[src/design/key_port_pkg.sv]
// constants shared by the key port wake-up block and its submodules
// assumes a 10 MHz core clock and a classic wishbone register bus
package key_port_pkg;

	// core clock and the 32768 Hz pre-divider source it imitates
	localparam int unsigned CORE_CLK_HZ        = 10000000;
	localparam int unsigned PREDIV_IN_HZ       = 32768;
	localparam int unsigned PREDIV_TICK_CYCLES = CORE_CLK_HZ / PREDIV_IN_HZ;

	// nominal debounce intervals, one period of each tap
	localparam int unsigned DEBOUNCE_SLOW_MS = 32;
	localparam int unsigned DEBOUNCE_MID_MS  = 8;
	localparam int unsigned DEBOUNCE_FAST_MS = 2;

	// pre-divider stage numbers of the three taps
	localparam int unsigned TAP_SLOW_STAGE = 10;
	localparam int unsigned TAP_MID_STAGE  = 8;
	localparam int unsigned TAP_FAST_STAGE = 6;
	localparam int unsigned PREDIV_WIDTH   = 10;

	// cycles of one tap period, derived from the pre-divider tick
	localparam int unsigned DEBOUNCE_SLOW_CYCLES = PREDIV_TICK_CYCLES << TAP_SLOW_STAGE;
	localparam int unsigned DEBOUNCE_MID_CYCLES  = PREDIV_TICK_CYCLES << TAP_MID_STAGE;
	localparam int unsigned DEBOUNCE_FAST_CYCLES = PREDIV_TICK_CYCLES << TAP_FAST_STAGE;

	// ticks of the selected tap a change must persist
	localparam logic [1:0] DEBOUNCE_PERSIST = 2'h2;

	typedef enum logic [1:0] {
		TAP_SLOW = 2'b00,
		TAP_MID  = 2'b01,
		TAP_FAST = 2'b10
	} tap_sel_type;

	localparam tap_sel_type TAP_RESET = TAP_SLOW;

	// register byte offsets
	localparam logic [7:0] REG_CLOCK_SELECT = 8'h00;
	localparam logic [7:0] REG_WAKE_COND    = 8'h04;
	localparam logic [7:0] REG_ENABLES      = 8'h08;
	localparam logic [7:0] REG_STATUS       = 8'h0C;
	localparam logic [7:0] REG_PORT_A_SETUP = 8'h10;
	localparam logic [7:0] REG_PORT_A_OUT   = 8'h14;
	localparam logic [7:0] REG_PORT_A_IN    = 8'h18;
	localparam logic [7:0] REG_PORT_B_SETUP = 8'h1C;
	localparam logic [7:0] REG_PORT_B_OUT   = 8'h20;
	localparam logic [7:0] REG_PORT_B_IN    = 8'h24;

	// field positions
	localparam int unsigned EN_PORT_IRQ    = 0;
	localparam int unsigned EN_EXT_HALT    = 1;
	localparam int unsigned EN_EXT_IRQ     = 2;
	localparam int unsigned ST_A_WAKE      = 0;
	localparam int unsigned ST_B_WAKE      = 1;
	localparam int unsigned ST_PORT_HRQ    = 2;
	localparam int unsigned ST_EXT_HRQ     = 3;
	localparam int unsigned ST_EXT_START   = 4;

	// reset values
	localparam logic [7:0] SETUP_RESET     = 8'h00;
	localparam logic [3:0] LATCH_RESET     = 4'h0;
	localparam logic [7:0] WAKE_MASK_RESET = 8'hFF;
	localparam logic [2:0] ENABLES_RESET   = 3'h0;

endpackage

[src/design/debounced_key_port_wakeup.sv]
// two debounced key ports with wake-up flags and an external wake pin
// assumes a classic wishbone master on the core clock and pins outside it
// What this block does
// - debounce interval chosen by software among three pre-divider taps, 32/8/2 ms.
// - after reset the slowest 32 ms tap is selected.
// - pins set as outputs take no part in debounce detection.
// - detection needs a one-pin change while the other pins stay low.
// - a port A change seen on two successive taps sets the port A wake flag.
// - a set wake flag stops that port's debounce clock until cleared.
// - the wake condition write clears the flag and restarts the clock.
// - a set wake flag raises halt request 0; irq when enabled.
// - port B debounces the same way with its own wake flag.
// - port B resets to input, each bit settable as input or output.
// - output writes reach only pins set as outputs.
// - input reads give pins for inputs and latches for outputs.
// - each port B pin has a pull-low enabled by the setup write.
// - a port B pin set as output has its pull-low forced off.
// - port B pins double as segment outputs, chosen by a build option.
// - the selected edge on the external pin sets halt request 2.
// - with its halt enable set, the pin sets start flag 2 and wakes.
// - the external pin interrupts only while its irq enable is set.
// - port A resets to input, each bit settable as input or output.
// - tap intervals assume a 32768 Hz pre-divider source.
//
// Decided for this implementation: the register addresses and the Wishbone slave port.
module debounced_key_port_wakeup #(
	parameter bit          PORT_B_IS_IO       = 1'b1, // build option
	parameter bit          EXT_RISING_EDGE    = 1'b1, // build option
	parameter int unsigned PREDIV_TICK_CYCLES = key_port_pkg::PREDIV_TICK_CYCLES
) (
	input  wire logic        i_core_clk,              // 10 MHz core clock
	input  wire logic        i_reset,                 // synchronous reset
	input  wire logic        i_wb_cyc,                // wishbone cycle
	input  wire logic        i_wb_stb,                // wishbone strobe
	input  wire logic        i_wb_we,                 // wishbone write
	input  wire logic [7:0]  i_wb_adr,                // wishbone byte address
	input  wire logic [3:0]  i_wb_sel,                // wishbone byte select
	input  wire logic [31:0] i_wb_dat,                // wishbone write data
	output logic      [31:0] o_wb_dat,                // wishbone read data
	output logic             o_wb_ack,                // wishbone ack
	input  wire logic [3:0]  i_key_port_a,            // port A pin levels
	output logic      [3:0]  o_key_port_a,            // port A drive value
	output logic      [3:0]  o_key_port_a_oe,         // port A drive enable
	output logic      [3:0]  o_key_port_a_pull,       // port A pull-low on
	input  wire logic [3:0]  i_key_port_b,            // port B pin levels
	input  wire logic [3:0]  i_shared_segment_output, // segment data for B pins
	output logic      [3:0]  o_key_port_b,            // port B drive value
	output logic      [3:0]  o_key_port_b_oe,         // port B drive enable
	output logic      [3:0]  o_key_port_b_pull,       // port B pull-low on
	input  wire logic        i_ext_pin,               // external wake pin
	output logic             o_port_halt_release_req, // halt request 0
	output logic             o_port_irq,              // port interrupt request
	output logic             o_ext_irq,               // ext pin interrupt request
	output logic             o_wake                   // halt release signal
);
	// port input read: latch for outputs, pin for inputs
	function automatic logic [3:0] port_read(input logic [3:0] dir,
		input logic [3:0] latch, input logic [3:0] pins);
		port_read = (dir & latch) | (~dir & pins);
	endfunction

	// tap pulse when the low stages of the pre-divider wrap
	function automatic logic tap_pulse(input logic tick,
		input logic [key_port_pkg::PREDIV_WIDTH-1:0] ph,
		input int unsigned stage);
		logic [key_port_pkg::PREDIV_WIDTH-1:0] low_mask;
		low_mask  = (key_port_pkg::PREDIV_WIDTH)'((1 << stage) - 1);
		tap_pulse = tick && ((ph & low_mask) == low_mask);
	endfunction

	key_port_pkg::tap_sel_type tap_sel;

	logic [8:0]  tick_count;
	logic        prediv_tick;
	logic [key_port_pkg::PREDIV_WIDTH-1:0] prediv;
	logic        tap_now;

	logic [7:0]  setup_a;
	logic [7:0]  setup_b;
	logic [3:0]  latch_a;
	logic [3:0]  latch_b;
	logic [7:0]  wake_mask;
	logic [2:0]  enables;

	logic        port_a_wake_flag;
	logic        port_b_wake_flag;
	logic        ext_pin_halt_release_req;
	logic        ext_start_flag;

	logic [3:0]  pins_a;
	logic [3:0]  pins_b;
	logic        ext_level;
	logic        ext_level_q;
	logic        ext_edge;

	logic        detect_a;
	logic        detect_b;
	logic        wake_cond_write;
	logic        bus_req;
	logic        wr_en;
	logic [7:0]  wdata;
	logic [7:0]  next_rdata;
	logic [3:0]  dir_a;
	logic [3:0]  dir_b;

	assign bus_req = i_wb_cyc && i_wb_stb && !o_wb_ack;
	assign wr_en   = bus_req && i_wb_we && i_wb_sel[0];
	assign wdata   = i_wb_dat[7:0];
	assign dir_a   = setup_a[3:0];
	assign dir_b   = PORT_B_IS_IO ? setup_b[3:0] : 4'h0;

	assign wake_cond_write = wr_en && (i_wb_adr == key_port_pkg::REG_WAKE_COND);

	pin_sync #(
		.WIDTH (4)
	) u_sync_a (
		.i_core_clk (i_core_clk),
		.i_reset    (i_reset),
		.i_pin      (i_key_port_a),
		.o_level    (pins_a)
	);

	pin_sync #(
		.WIDTH (4)
	) u_sync_b (
		.i_core_clk (i_core_clk),
		.i_reset    (i_reset),
		.i_pin      (i_key_port_b),
		.o_level    (pins_b)
	);

	pin_sync #(
		.WIDTH (1)
	) u_sync_ext (
		.i_core_clk (i_core_clk),
		.i_reset    (i_reset),
		.i_pin      (i_ext_pin),
		.o_level    (ext_level)
	);

	// pre-divider: one tick per 32768 Hz period, then binary stages
	always_ff @(posedge i_core_clk)
	begin
		if (i_reset)
		begin
			tick_count  <= 9'h000;
			prediv_tick <= 1'b0;
			prediv      <= '0;
		end
		else
		begin
			prediv_tick <= 1'b0;
			if (tick_count == 9'(PREDIV_TICK_CYCLES - 1))
			begin
				tick_count  <= 9'h000;
				prediv_tick <= 1'b1;
			end
			else
				tick_count <= tick_count + 9'h001;
			if (prediv_tick)
				prediv <= prediv + 1'b1;
		end
	end

	always_comb
	begin
		case (tap_sel)
			key_port_pkg::TAP_SLOW:
				tap_now = tap_pulse(prediv_tick, prediv, key_port_pkg::TAP_SLOW_STAGE);
			key_port_pkg::TAP_MID:
				tap_now = tap_pulse(prediv_tick, prediv, key_port_pkg::TAP_MID_STAGE);
			key_port_pkg::TAP_FAST:
				tap_now = tap_pulse(prediv_tick, prediv, key_port_pkg::TAP_FAST_STAGE);
			default:
				tap_now = tap_pulse(prediv_tick, prediv, key_port_pkg::TAP_SLOW_STAGE);
		endcase
	end

	// debounce clocks stop while a port's flag is held
	key_debounce u_debounce_a (
		.i_core_clk (i_core_clk),
		.i_reset    (i_reset),
		.i_tick     (tap_now && !port_a_wake_flag),
		.i_restart  (wake_cond_write),
		.i_pins     (pins_a),
		.i_watch    (~dir_a & wake_mask[3:0]),
		.o_detect   (detect_a)
	);

	key_debounce u_debounce_b (
		.i_core_clk (i_core_clk),
		.i_reset    (i_reset),
		.i_tick     (tap_now && !port_b_wake_flag && PORT_B_IS_IO),
		.i_restart  (wake_cond_write),
		.i_pins     (pins_b),
		.i_watch    (~dir_b & wake_mask[7:4]),
		.o_detect   (detect_b)
	);

	// debounce tap selection
	always_ff @(posedge i_core_clk)
	begin
		if (i_reset)
			tap_sel <= key_port_pkg::TAP_RESET;
		else if (wr_en && i_wb_adr == key_port_pkg::REG_CLOCK_SELECT)
		begin
			case (wdata[1:0])
				2'h1:    tap_sel <= key_port_pkg::TAP_MID;
				2'h2:    tap_sel <= key_port_pkg::TAP_FAST;
				default: tap_sel <= key_port_pkg::TAP_SLOW;
			endcase
		end
	end

	// wake condition: pin selection; the write itself clears the flags
	always_ff @(posedge i_core_clk)
	begin
		if (i_reset)
			wake_mask <= key_port_pkg::WAKE_MASK_RESET;
		else if (wake_cond_write)
			wake_mask <= wdata;
	end

	// set wins over the clear in the same cycle
	always_ff @(posedge i_core_clk)
	begin
		if (i_reset)
		begin
			port_a_wake_flag <= 1'b0;
			port_b_wake_flag <= 1'b0;
		end
		else
		begin
			port_a_wake_flag <= detect_a || (port_a_wake_flag && !wake_cond_write);
			port_b_wake_flag <= detect_b || (port_b_wake_flag && !wake_cond_write);
		end
	end

	// enables for the port interrupt and the external pin
	always_ff @(posedge i_core_clk)
	begin
		if (i_reset)
			enables <= key_port_pkg::ENABLES_RESET;
		else if (wr_en && i_wb_adr == key_port_pkg::REG_ENABLES)
			enables <= wdata[2:0];
	end

	// external pin: edge polarity fixed by build option
	always_ff @(posedge i_core_clk)
	begin
		if (i_reset)
			ext_level_q <= 1'b0;
		else
			ext_level_q <= ext_level;
	end

	assign ext_edge = EXT_RISING_EDGE ? (ext_level && !ext_level_q)
	                                  : (!ext_level && ext_level_q);

	// status write of 1 clears the external request and start flag
	always_ff @(posedge i_core_clk)
	begin
		if (i_reset)
		begin
			ext_pin_halt_release_req <= 1'b0;
			ext_start_flag           <= 1'b0;
		end
		else
		begin
			ext_pin_halt_release_req <= ext_edge || (ext_pin_halt_release_req
				&& !(wr_en && i_wb_adr == key_port_pkg::REG_STATUS
				&& wdata[key_port_pkg::ST_EXT_HRQ]));
			ext_start_flag <= (ext_edge && enables[key_port_pkg::EN_EXT_HALT])
				|| (ext_start_flag && !(wr_en && i_wb_adr == key_port_pkg::REG_STATUS
				&& wdata[key_port_pkg::ST_EXT_START]));
		end
	end

	// request and wake outputs
	always_ff @(posedge i_core_clk)
	begin
		if (i_reset)
		begin
			o_port_halt_release_req <= 1'b0;
			o_port_irq              <= 1'b0;
			o_ext_irq               <= 1'b0;
			o_wake                  <= 1'b0;
		end
		else
		begin
			o_port_halt_release_req <= port_a_wake_flag || port_b_wake_flag;
			o_port_irq <= (port_a_wake_flag || port_b_wake_flag)
				&& enables[key_port_pkg::EN_PORT_IRQ];
			o_ext_irq <= ext_pin_halt_release_req
				&& enables[key_port_pkg::EN_EXT_IRQ];
			o_wake <= port_a_wake_flag || port_b_wake_flag || ext_start_flag;
		end
	end

	// port setup and output latches; setup holds direction and pull-low
	always_ff @(posedge i_core_clk)
	begin
		if (i_reset)
		begin
			setup_a <= key_port_pkg::SETUP_RESET;
			setup_b <= key_port_pkg::SETUP_RESET;
			latch_a <= key_port_pkg::LATCH_RESET;
			latch_b <= key_port_pkg::LATCH_RESET;
		end
		else if (wr_en)
		begin
			case (i_wb_adr)
				key_port_pkg::REG_PORT_A_SETUP: setup_a <= wdata;
				key_port_pkg::REG_PORT_A_OUT:   latch_a <= wdata[3:0];
				key_port_pkg::REG_PORT_B_SETUP: setup_b <= wdata;
				key_port_pkg::REG_PORT_B_OUT:   latch_b <= wdata[3:0];
				default:                        latch_a <= latch_a;
			endcase
		end
	end

	// pins: latch reaches a pin only when that bit is output
	always_ff @(posedge i_core_clk)
	begin
		if (i_reset)
		begin
			o_key_port_a      <= 4'h0;
			o_key_port_a_oe   <= 4'h0;
			o_key_port_a_pull <= 4'h0;
			o_key_port_b      <= 4'h0;
			o_key_port_b_oe   <= 4'h0;
			o_key_port_b_pull <= 4'h0;
		end
		else
		begin
			o_key_port_a      <= latch_a & dir_a;
			o_key_port_a_oe   <= dir_a;
			o_key_port_a_pull <= setup_a[7:4] & ~dir_a;
			if (PORT_B_IS_IO)
			begin
				o_key_port_b      <= latch_b & dir_b;
				o_key_port_b_oe   <= dir_b;
				o_key_port_b_pull <= setup_b[7:4] & ~dir_b;
			end
			else
			begin
				o_key_port_b      <= i_shared_segment_output;
				o_key_port_b_oe   <= 4'hF;
				o_key_port_b_pull <= 4'h0;
			end
		end
	end

	// read mux; unmapped addresses read zero
	always_comb
	begin
		case (i_wb_adr)
			key_port_pkg::REG_CLOCK_SELECT: next_rdata = {6'h00, tap_sel};
			key_port_pkg::REG_WAKE_COND:    next_rdata = wake_mask;
			key_port_pkg::REG_ENABLES:      next_rdata = {5'h00, enables};
			key_port_pkg::REG_STATUS:       next_rdata = {3'h0, ext_start_flag,
				ext_pin_halt_release_req, o_port_halt_release_req,
				port_b_wake_flag, port_a_wake_flag};
			key_port_pkg::REG_PORT_A_SETUP: next_rdata = setup_a;
			key_port_pkg::REG_PORT_A_OUT:   next_rdata = {4'h0, latch_a};
			key_port_pkg::REG_PORT_A_IN:    next_rdata = {4'h0,
				port_read(dir_a, latch_a, pins_a)};
			key_port_pkg::REG_PORT_B_SETUP: next_rdata = setup_b;
			key_port_pkg::REG_PORT_B_OUT:   next_rdata = {4'h0, latch_b};
			key_port_pkg::REG_PORT_B_IN:    next_rdata = PORT_B_IS_IO
				? {4'h0, port_read(dir_b, latch_b, pins_b)} : 8'h00;
			default:                        next_rdata = 8'h00;
		endcase
	end

	// one-cycle registered ack for every access
	always_ff @(posedge i_core_clk)
	begin
		if (i_reset)
		begin
			o_wb_ack <= 1'b0;
			o_wb_dat <= 32'h0000_0000;
		end
		else
		begin
			o_wb_ack <= bus_req;
			if (bus_req && !i_wb_we)
				o_wb_dat <= {24'h00_0000, next_rdata};
		end
	end
endmodule

[src/design/key_debounce.sv]
// switch debounce detector for one 4-bit key port
// assumes synchronised pins and a one-cycle tap enable from the pre-divider
module key_debounce (
	input  wire logic       i_core_clk, // core clock
	input  wire logic       i_reset,    // synchronous reset
	input  wire logic       i_tick,     // gated debounce tap pulse
	input  wire logic       i_restart,  // wake condition written
	input  wire logic [3:0] i_pins,     // synchronised pin levels
	input  wire logic [3:0] i_watch,    // input-mode and selected bits
	output logic            o_detect    // one-cycle detection pulse
);
	logic [3:0] masked;
	logic [3:0] reference;
	logic [3:0] candidate;
	logic [1:0] persist;
	logic       single_change;

	assign masked = i_pins & i_watch;

	// only one pin may move while the others stay low
	assign single_change = ($countones(masked ^ reference) == 1)
		&& ($countones(masked) <= 1) && ($countones(reference) <= 1);

	always_ff @(posedge i_core_clk)
	begin
		if (i_reset)
		begin
			reference <= 4'h0;
			candidate <= 4'h0;
			persist   <= 2'h0;
			o_detect  <= 1'b0;
		end
		else if (i_restart)
		begin
			reference <= masked;
			candidate <= masked;
			persist   <= 2'h0;
			o_detect  <= 1'b0;
		end
		else if (i_tick)
		begin
			o_detect <= 1'b0;
			if (!single_change)
			begin
				persist <= 2'h0;
				if (masked == reference)
					candidate <= reference;
				else
					reference <= masked;
			end
			else if (masked != candidate)
			begin
				candidate <= masked;
				persist   <= 2'h1;
			end
			else if (persist + 2'h1 >= key_port_pkg::DEBOUNCE_PERSIST)
			begin
				o_detect  <= 1'b1;
				reference <= masked;
				persist   <= 2'h0;
			end
			else
				persist <= persist + 2'h1;
		end
		else
			o_detect <= 1'b0;
	end
endmodule

[src/design/pin_sync.sv]
// three-stage synchroniser for pin inputs with agreement filter
// assumes inputs are asynchronous to i_core_clk
module pin_sync #(
	parameter int unsigned WIDTH = 4
) (
	input  wire logic             i_core_clk, // core clock
	input  wire logic             i_reset,    // synchronous reset
	input  wire logic [WIDTH-1:0] i_pin,      // raw pin levels
	output logic      [WIDTH-1:0] o_level     // accepted level
);
	logic [WIDTH-1:0] stage1;
	logic [WIDTH-1:0] stage2;
	logic [WIDTH-1:0] stage3;

	always_ff @(posedge i_core_clk)
	begin
		if (i_reset)
		begin
			stage1 <= '0;
			stage2 <= '0;
			stage3 <= '0;
		end
		else
		begin
			stage1 <= i_pin;
			stage2 <= stage1;
			stage3 <= stage2;
		end
	end

	// a bit moves only once the two later stages agree
	genvar g;
	generate
		for (g = 0; g < WIDTH; g++)
		begin : gen_bit
			always_ff @(posedge i_core_clk)
			begin
				if (i_reset)
					o_level[g] <= 1'b0;
				else if (stage2[g] == stage3[g])
					o_level[g] <= stage3[g];
			end
		end
	endgenerate
endmodule

[config.mk]
export PLATFORM = sky130hd
export DESIGN_NAME = debounced_key_port_wakeup
export DESIGN_NICKNAME = d
export VERILOG_FILES = /design/src/design/key_port_pkg.sv /design/src/design/debounced_key_port_wakeup.sv /design/src/design/key_debounce.sv /design/src/design/pin_sync.sv
export SDC_FILE = /design/constraint.sdc
export NUM_CORES = 1
export LEC_CHECK = 0
export BUFFER_PORTS_ARGS = -buffer_cell sky130_fd_sc_hd__buf_2
export CAP_MARGIN = 20
export CORE_MARGIN = 2
export CORE_UTILIZATION = 40
export DETAILED_ROUTE_END_ITERATION = 8
export PLACE_DENSITY = 0.56
export SYNTH_ARGS = -nofsm -noshare
export SYNTH_HDL_FRONTEND = slang
export SYNTH_SLANG_ARGS = --single-unit
[constraint.sdc]
create_clock -name i_core_clk -period 3.7 [get_ports i_core_clk]
set_input_delay 0.74 -clock i_core_clk [delete_from_list [all_inputs] [get_ports i_core_clk]]
set_output_delay 0.74 -clock i_core_clk [all_outputs]
set_load 0.05 [all_outputs]
==> flow_summary.json <==
{
  "run_status": "completed",
  "grt.overflow.total": 0,
  "yosys.area_share.simple": 0.2265,
  "final_min_period_over_clock_period": 0.9381,
  "fin_setup_tns_ps": 0,
  "grtUsageTotal": 0.1854,
  "via_count_of_the_first_global_routing_pass": 5335,
  "powerDensity_nw_per_um2": 425.7,
  "critPathMaxFanout": 5,
  "yosysSeqAreaShare": 0.4301,
  "clk_latency_ps": 430,
  "floorplan.die.height_um": 139.2,
  "worstHoldPathCells": 1,
  "wl_per_cell_um": 16.26,
  "timing.final.ws_setup_ps": 229.2,
  "antenna_cells_inserted": 0,
  "ant_nets": 0,
  "finalWeightedCongestion": 0.8970,
  "cts_max_level": 4,
  "synth_largest_type_area_fraction": 0.4301,
  "detail_route.drc_violations": 0,
  "pin_count": 123,
  "worst_hold_path.endpoint": "u_sync_a.stage2[1]",
  "vias_per_cell": 5.137,
  "flip_flop_and_latch_count_after_synthesis": 157,
  "synth_top_family_by_area": "simple AND/OR/NAND/NOR gates",
  "most_common_cell_in_the_synthesized_netlist": "sky130_fd_sc_hd__dfxtp_1",
  "yosys.area_share.adder": 0.06610,
  "drv.max_cap_violation_count": 0,
  "final_cells": 1081,
  "setup.worst_path.class": "reg2reg",
  "die_area_um2": 19360,
  "postCtsSetupRepairBufs": 0,
  "final-seq-area_um2": 3143,
  "synth.area.top_cells": "sky130_fd_sc_hd__dfxtp_1 43%, sky130_fd_sc_hd__mux2i_1 5.6%, sky130_fd_sc_hd__ha_1 5.0%",
  "drt-initial-drc-count": 415,
  "synthMuxAreaShare": 0.08185,
  "yosysUniqueCellTypes": 61,
  "syn_area_um2": 7307,
  "postSynthAreaPerCell_um2": 9.453,
  "finalClockSkew_ps": 8.072,
  "holdBufCountCts": 0,
  "initial_utilization": 0.4068,
  "num-nets-final": 939,
  "design_power_total_mw": 3.569,
  "endpoint_kind": "flop",
  "netlist_instances": 773,
  "pre_cts_slack_ps": 234.1,
  "yosys-top-cells-count": "157 x sky130_fd_sc_hd__dfxtp_1, 74 x sky130_fd_sc_hd__nor2_1, 48 x sky130_fd_sc_hd__nor2b_1, 47 x sky130_fd_sc_hd__nand2_1, 41 x sky130_fd_sc_hd__mux2i_1",
  "min_path_type": "reg2reg",
  "die-width_um": 139.2,
  "wirelength_um": 17580,
  "synthToLayoutAreaGrowth_pct": 14.73,
  "synth-compound-area-share": 0.09007,
  "cellLeakagePower_nw": 3.561,
  "placement_rows": 49,
  "regToRegEndpoint": "u_debounce_b.reference[3]",
  "unrepaired_setup_endpoints_after_global_routing": "false",
  "fmax_mhz": 288.1,
  "reg2regPathDepth": 10,
  "min_period_ps": 3471,
  "ir_drop_v": 0.0003154,
  "pin_count_of_the_biggest_net_entering_global_routing": 93,
  "dpl.cell_count": 1052,
  "postSynth.topFlopCell": "sky130_fd_sc_hd__dfxtp_1",
  "floorplan_core_area_um2": 17960,
  "r2r_start": "u_sync_b.o_level[3]",
  "drive_above_1_share": 0.1678,
  "worstMarginPinSlew_ps": 901.0,
  "worst_ep_arrival_ps": 3790,
  "antenna_found_initial": 0,
  "clkSlewWorstSetupHoldPaths_ps": 60,
  "clock_sinks": 157,
  "filler_cell_count": 1716,
  "cts_tree": "done",
  "final_max_slew_viol_count": 0,
  "portBuffers": 67,
  "num_vias": 5553,
  "numCtsBuffers": 17,
  "setup_viol": 0,
  "clk_root_buffer_cell": "sky130_fd_sc_hd__clkbuf_16",
  "crit_path_start_kind": "flop",
  "first_pass_grt_wire_length_um": 28350,
  "max-slew-margin-rel": 0.3909,
  "hp_start": "u_sync_a.stage1[1]",
  "ys_warn_count": 0,
  "worstPathRequired_ps": 4020,
  "async_flop_share": 0,
  "synth_xor_xnor_area_share": 0.03716,
  "multi_input_comb_area_um2": 3756,
  "synth_edf_count": 0,
  "dp_hpwl_um": 12750,
  "synthDominantAreaCellType": "sky130_fd_sc_hd__dfxtp_1",
  "dr.pass1.iters": 7,
  "hold_slack_ps": 434.8,
  "final_hold_viol_count": 0,
  "max-clock-path-buffers": 2,
  "cts_resized": 0,
  "setup.reg_to_reg.worst_slack_ps": 230
}
-- through the flow --
step                        util  instance area (um2)
final                     0.4667                 8383
after floorplan                -                 7393
after global routing      0.4667                 8383
after global placement    0.4355                 7824
after detailed placement  0.4355                 7824
after CTS                 0.4667                 8383
-- worst max-delay path, stage by stage (launching register included) --
cell and delay (ps):
sky130_fd_sc_hd__dfxtp_1 460, sky130_fd_sc_hd__nand3b_1 300, sky130_fd_sc_hd__xnor2_1 320, sky130_fd_sc_hd__ha_1 280, sky130_fd_sc_hd__ha_1 190, sky130_fd_sc_hd__fa_1 500, sky130_fd_sc_hd__nor4b_1 60, sky130_fd_sc_hd__buf_4 140
sky130_fd_sc_hd__or4b_2 610, sky130_fd_sc_hd__o311a_4 190, sky130_fd_sc_hd__mux2_4 300
-- flip-flops by register name (all words and copies together) (netlist names), 8 cells and up --
signal,flops
prediv,10
o_wb_dat,8
setup_b,8
setup_a,8
wake_mask,8
tick_count,9
-- logic make-up (layout without fill, tap and decap cells) --
family,count (synthesis),after routing
adders and majority gates,35,35
and+or+nand+nor,299,299
buffers and inverters,100,156
DFF,157,157
other,1,24
xor gates and xnor gates,31,31
muxes,55,55
AOI/OAI and AO/OA,95,95
-- metal layers --
metal  track usage  vias to the layer above  part of all wire
met5             0                        -                 0
met4       0.05901                        0             0.017
met3       0.04420                       26             0.052
met2        0.2875                      154              0.46
met1        0.2562                     2651              0.48
li1              -                     2722                 -
-- worst max path at each step --
stage | from | end | slack, ps | depth (start not counted)
6_report | u_sync_b.o_level[3] | u_debounce_b.reference[3] | 230 | 10
5_1_grt | setup_b[1] | u_debounce_b.candidate[2] | 70 | 10
4_1_cts | u_sync_b.o_level[3] | u_debounce_b.reference[3] | 220 | 10
3_5_place_dp | u_sync_b.o_level[3] | u_debounce_b.reference[3] | 230 | 10
3_3_place_gp | u_sync_b.o_level[3] | u_debounce_b.reference[0] | 310 | 10
2_1_floorplan | setup_b[0] | u_debounce_b.candidate[0] | 490 | 9
-- cell type report --
| class | count | share of cell area |
|---|---|---|
| clock inverters | 11 | 0.01433 |
| multi-input cells | 539 | 0.4481 |
| clock buffers | 18 | 0.05239 |
| well taps | 229 | 0.03418 |
| inverters | 40 | 0.01791 |
| flip-flops and latches | 157 | 0.3749 |
| repair buffers | 87 | 0.05821 |
-- cells in the final DEF (no fill, tap or decap), types with 14 or more instances in the layout --
cell,n
sky130_fd_sc_hd__xnor2_1,14
sky130_fd_sc_hd__clkbuf_16,17
sky130_fd_sc_hd__nand2_1,47
sky130_fd_sc_hd__and3_1,15
sky130_fd_sc_hd__mux2i_1,41
sky130_fd_sc_hd__dfxtp_1,157
sky130_fd_sc_hd__buf_2,66
sky130_fd_sc_hd__inv_1,40
sky130_fd_sc_hd__nand3b_1,22
sky130_fd_sc_hd__o21ai_0,14
sky130_fd_sc_hd__ha_1,29
sky130_fd_sc_hd__nor2b_1,48
sky130_fd_sc_hd__xor2_1,17
sky130_fd_sc_hd__buf_4,21
sky130_fd_sc_hd__nor2_1,74
sky130_fd_sc_hd__conb_1,24
sky130_fd_sc_hd__a21oi_1,32
-- report_power, final --
group          total, mW  switching [mW]  internal, mW
Clock               1.68           0.683         0.997
Combinational      0.176           0.132        0.0437
Sequential          1.71         0.00727          1.71
Total               3.57           0.823          2.75
(Power assumes the default switching activity.)
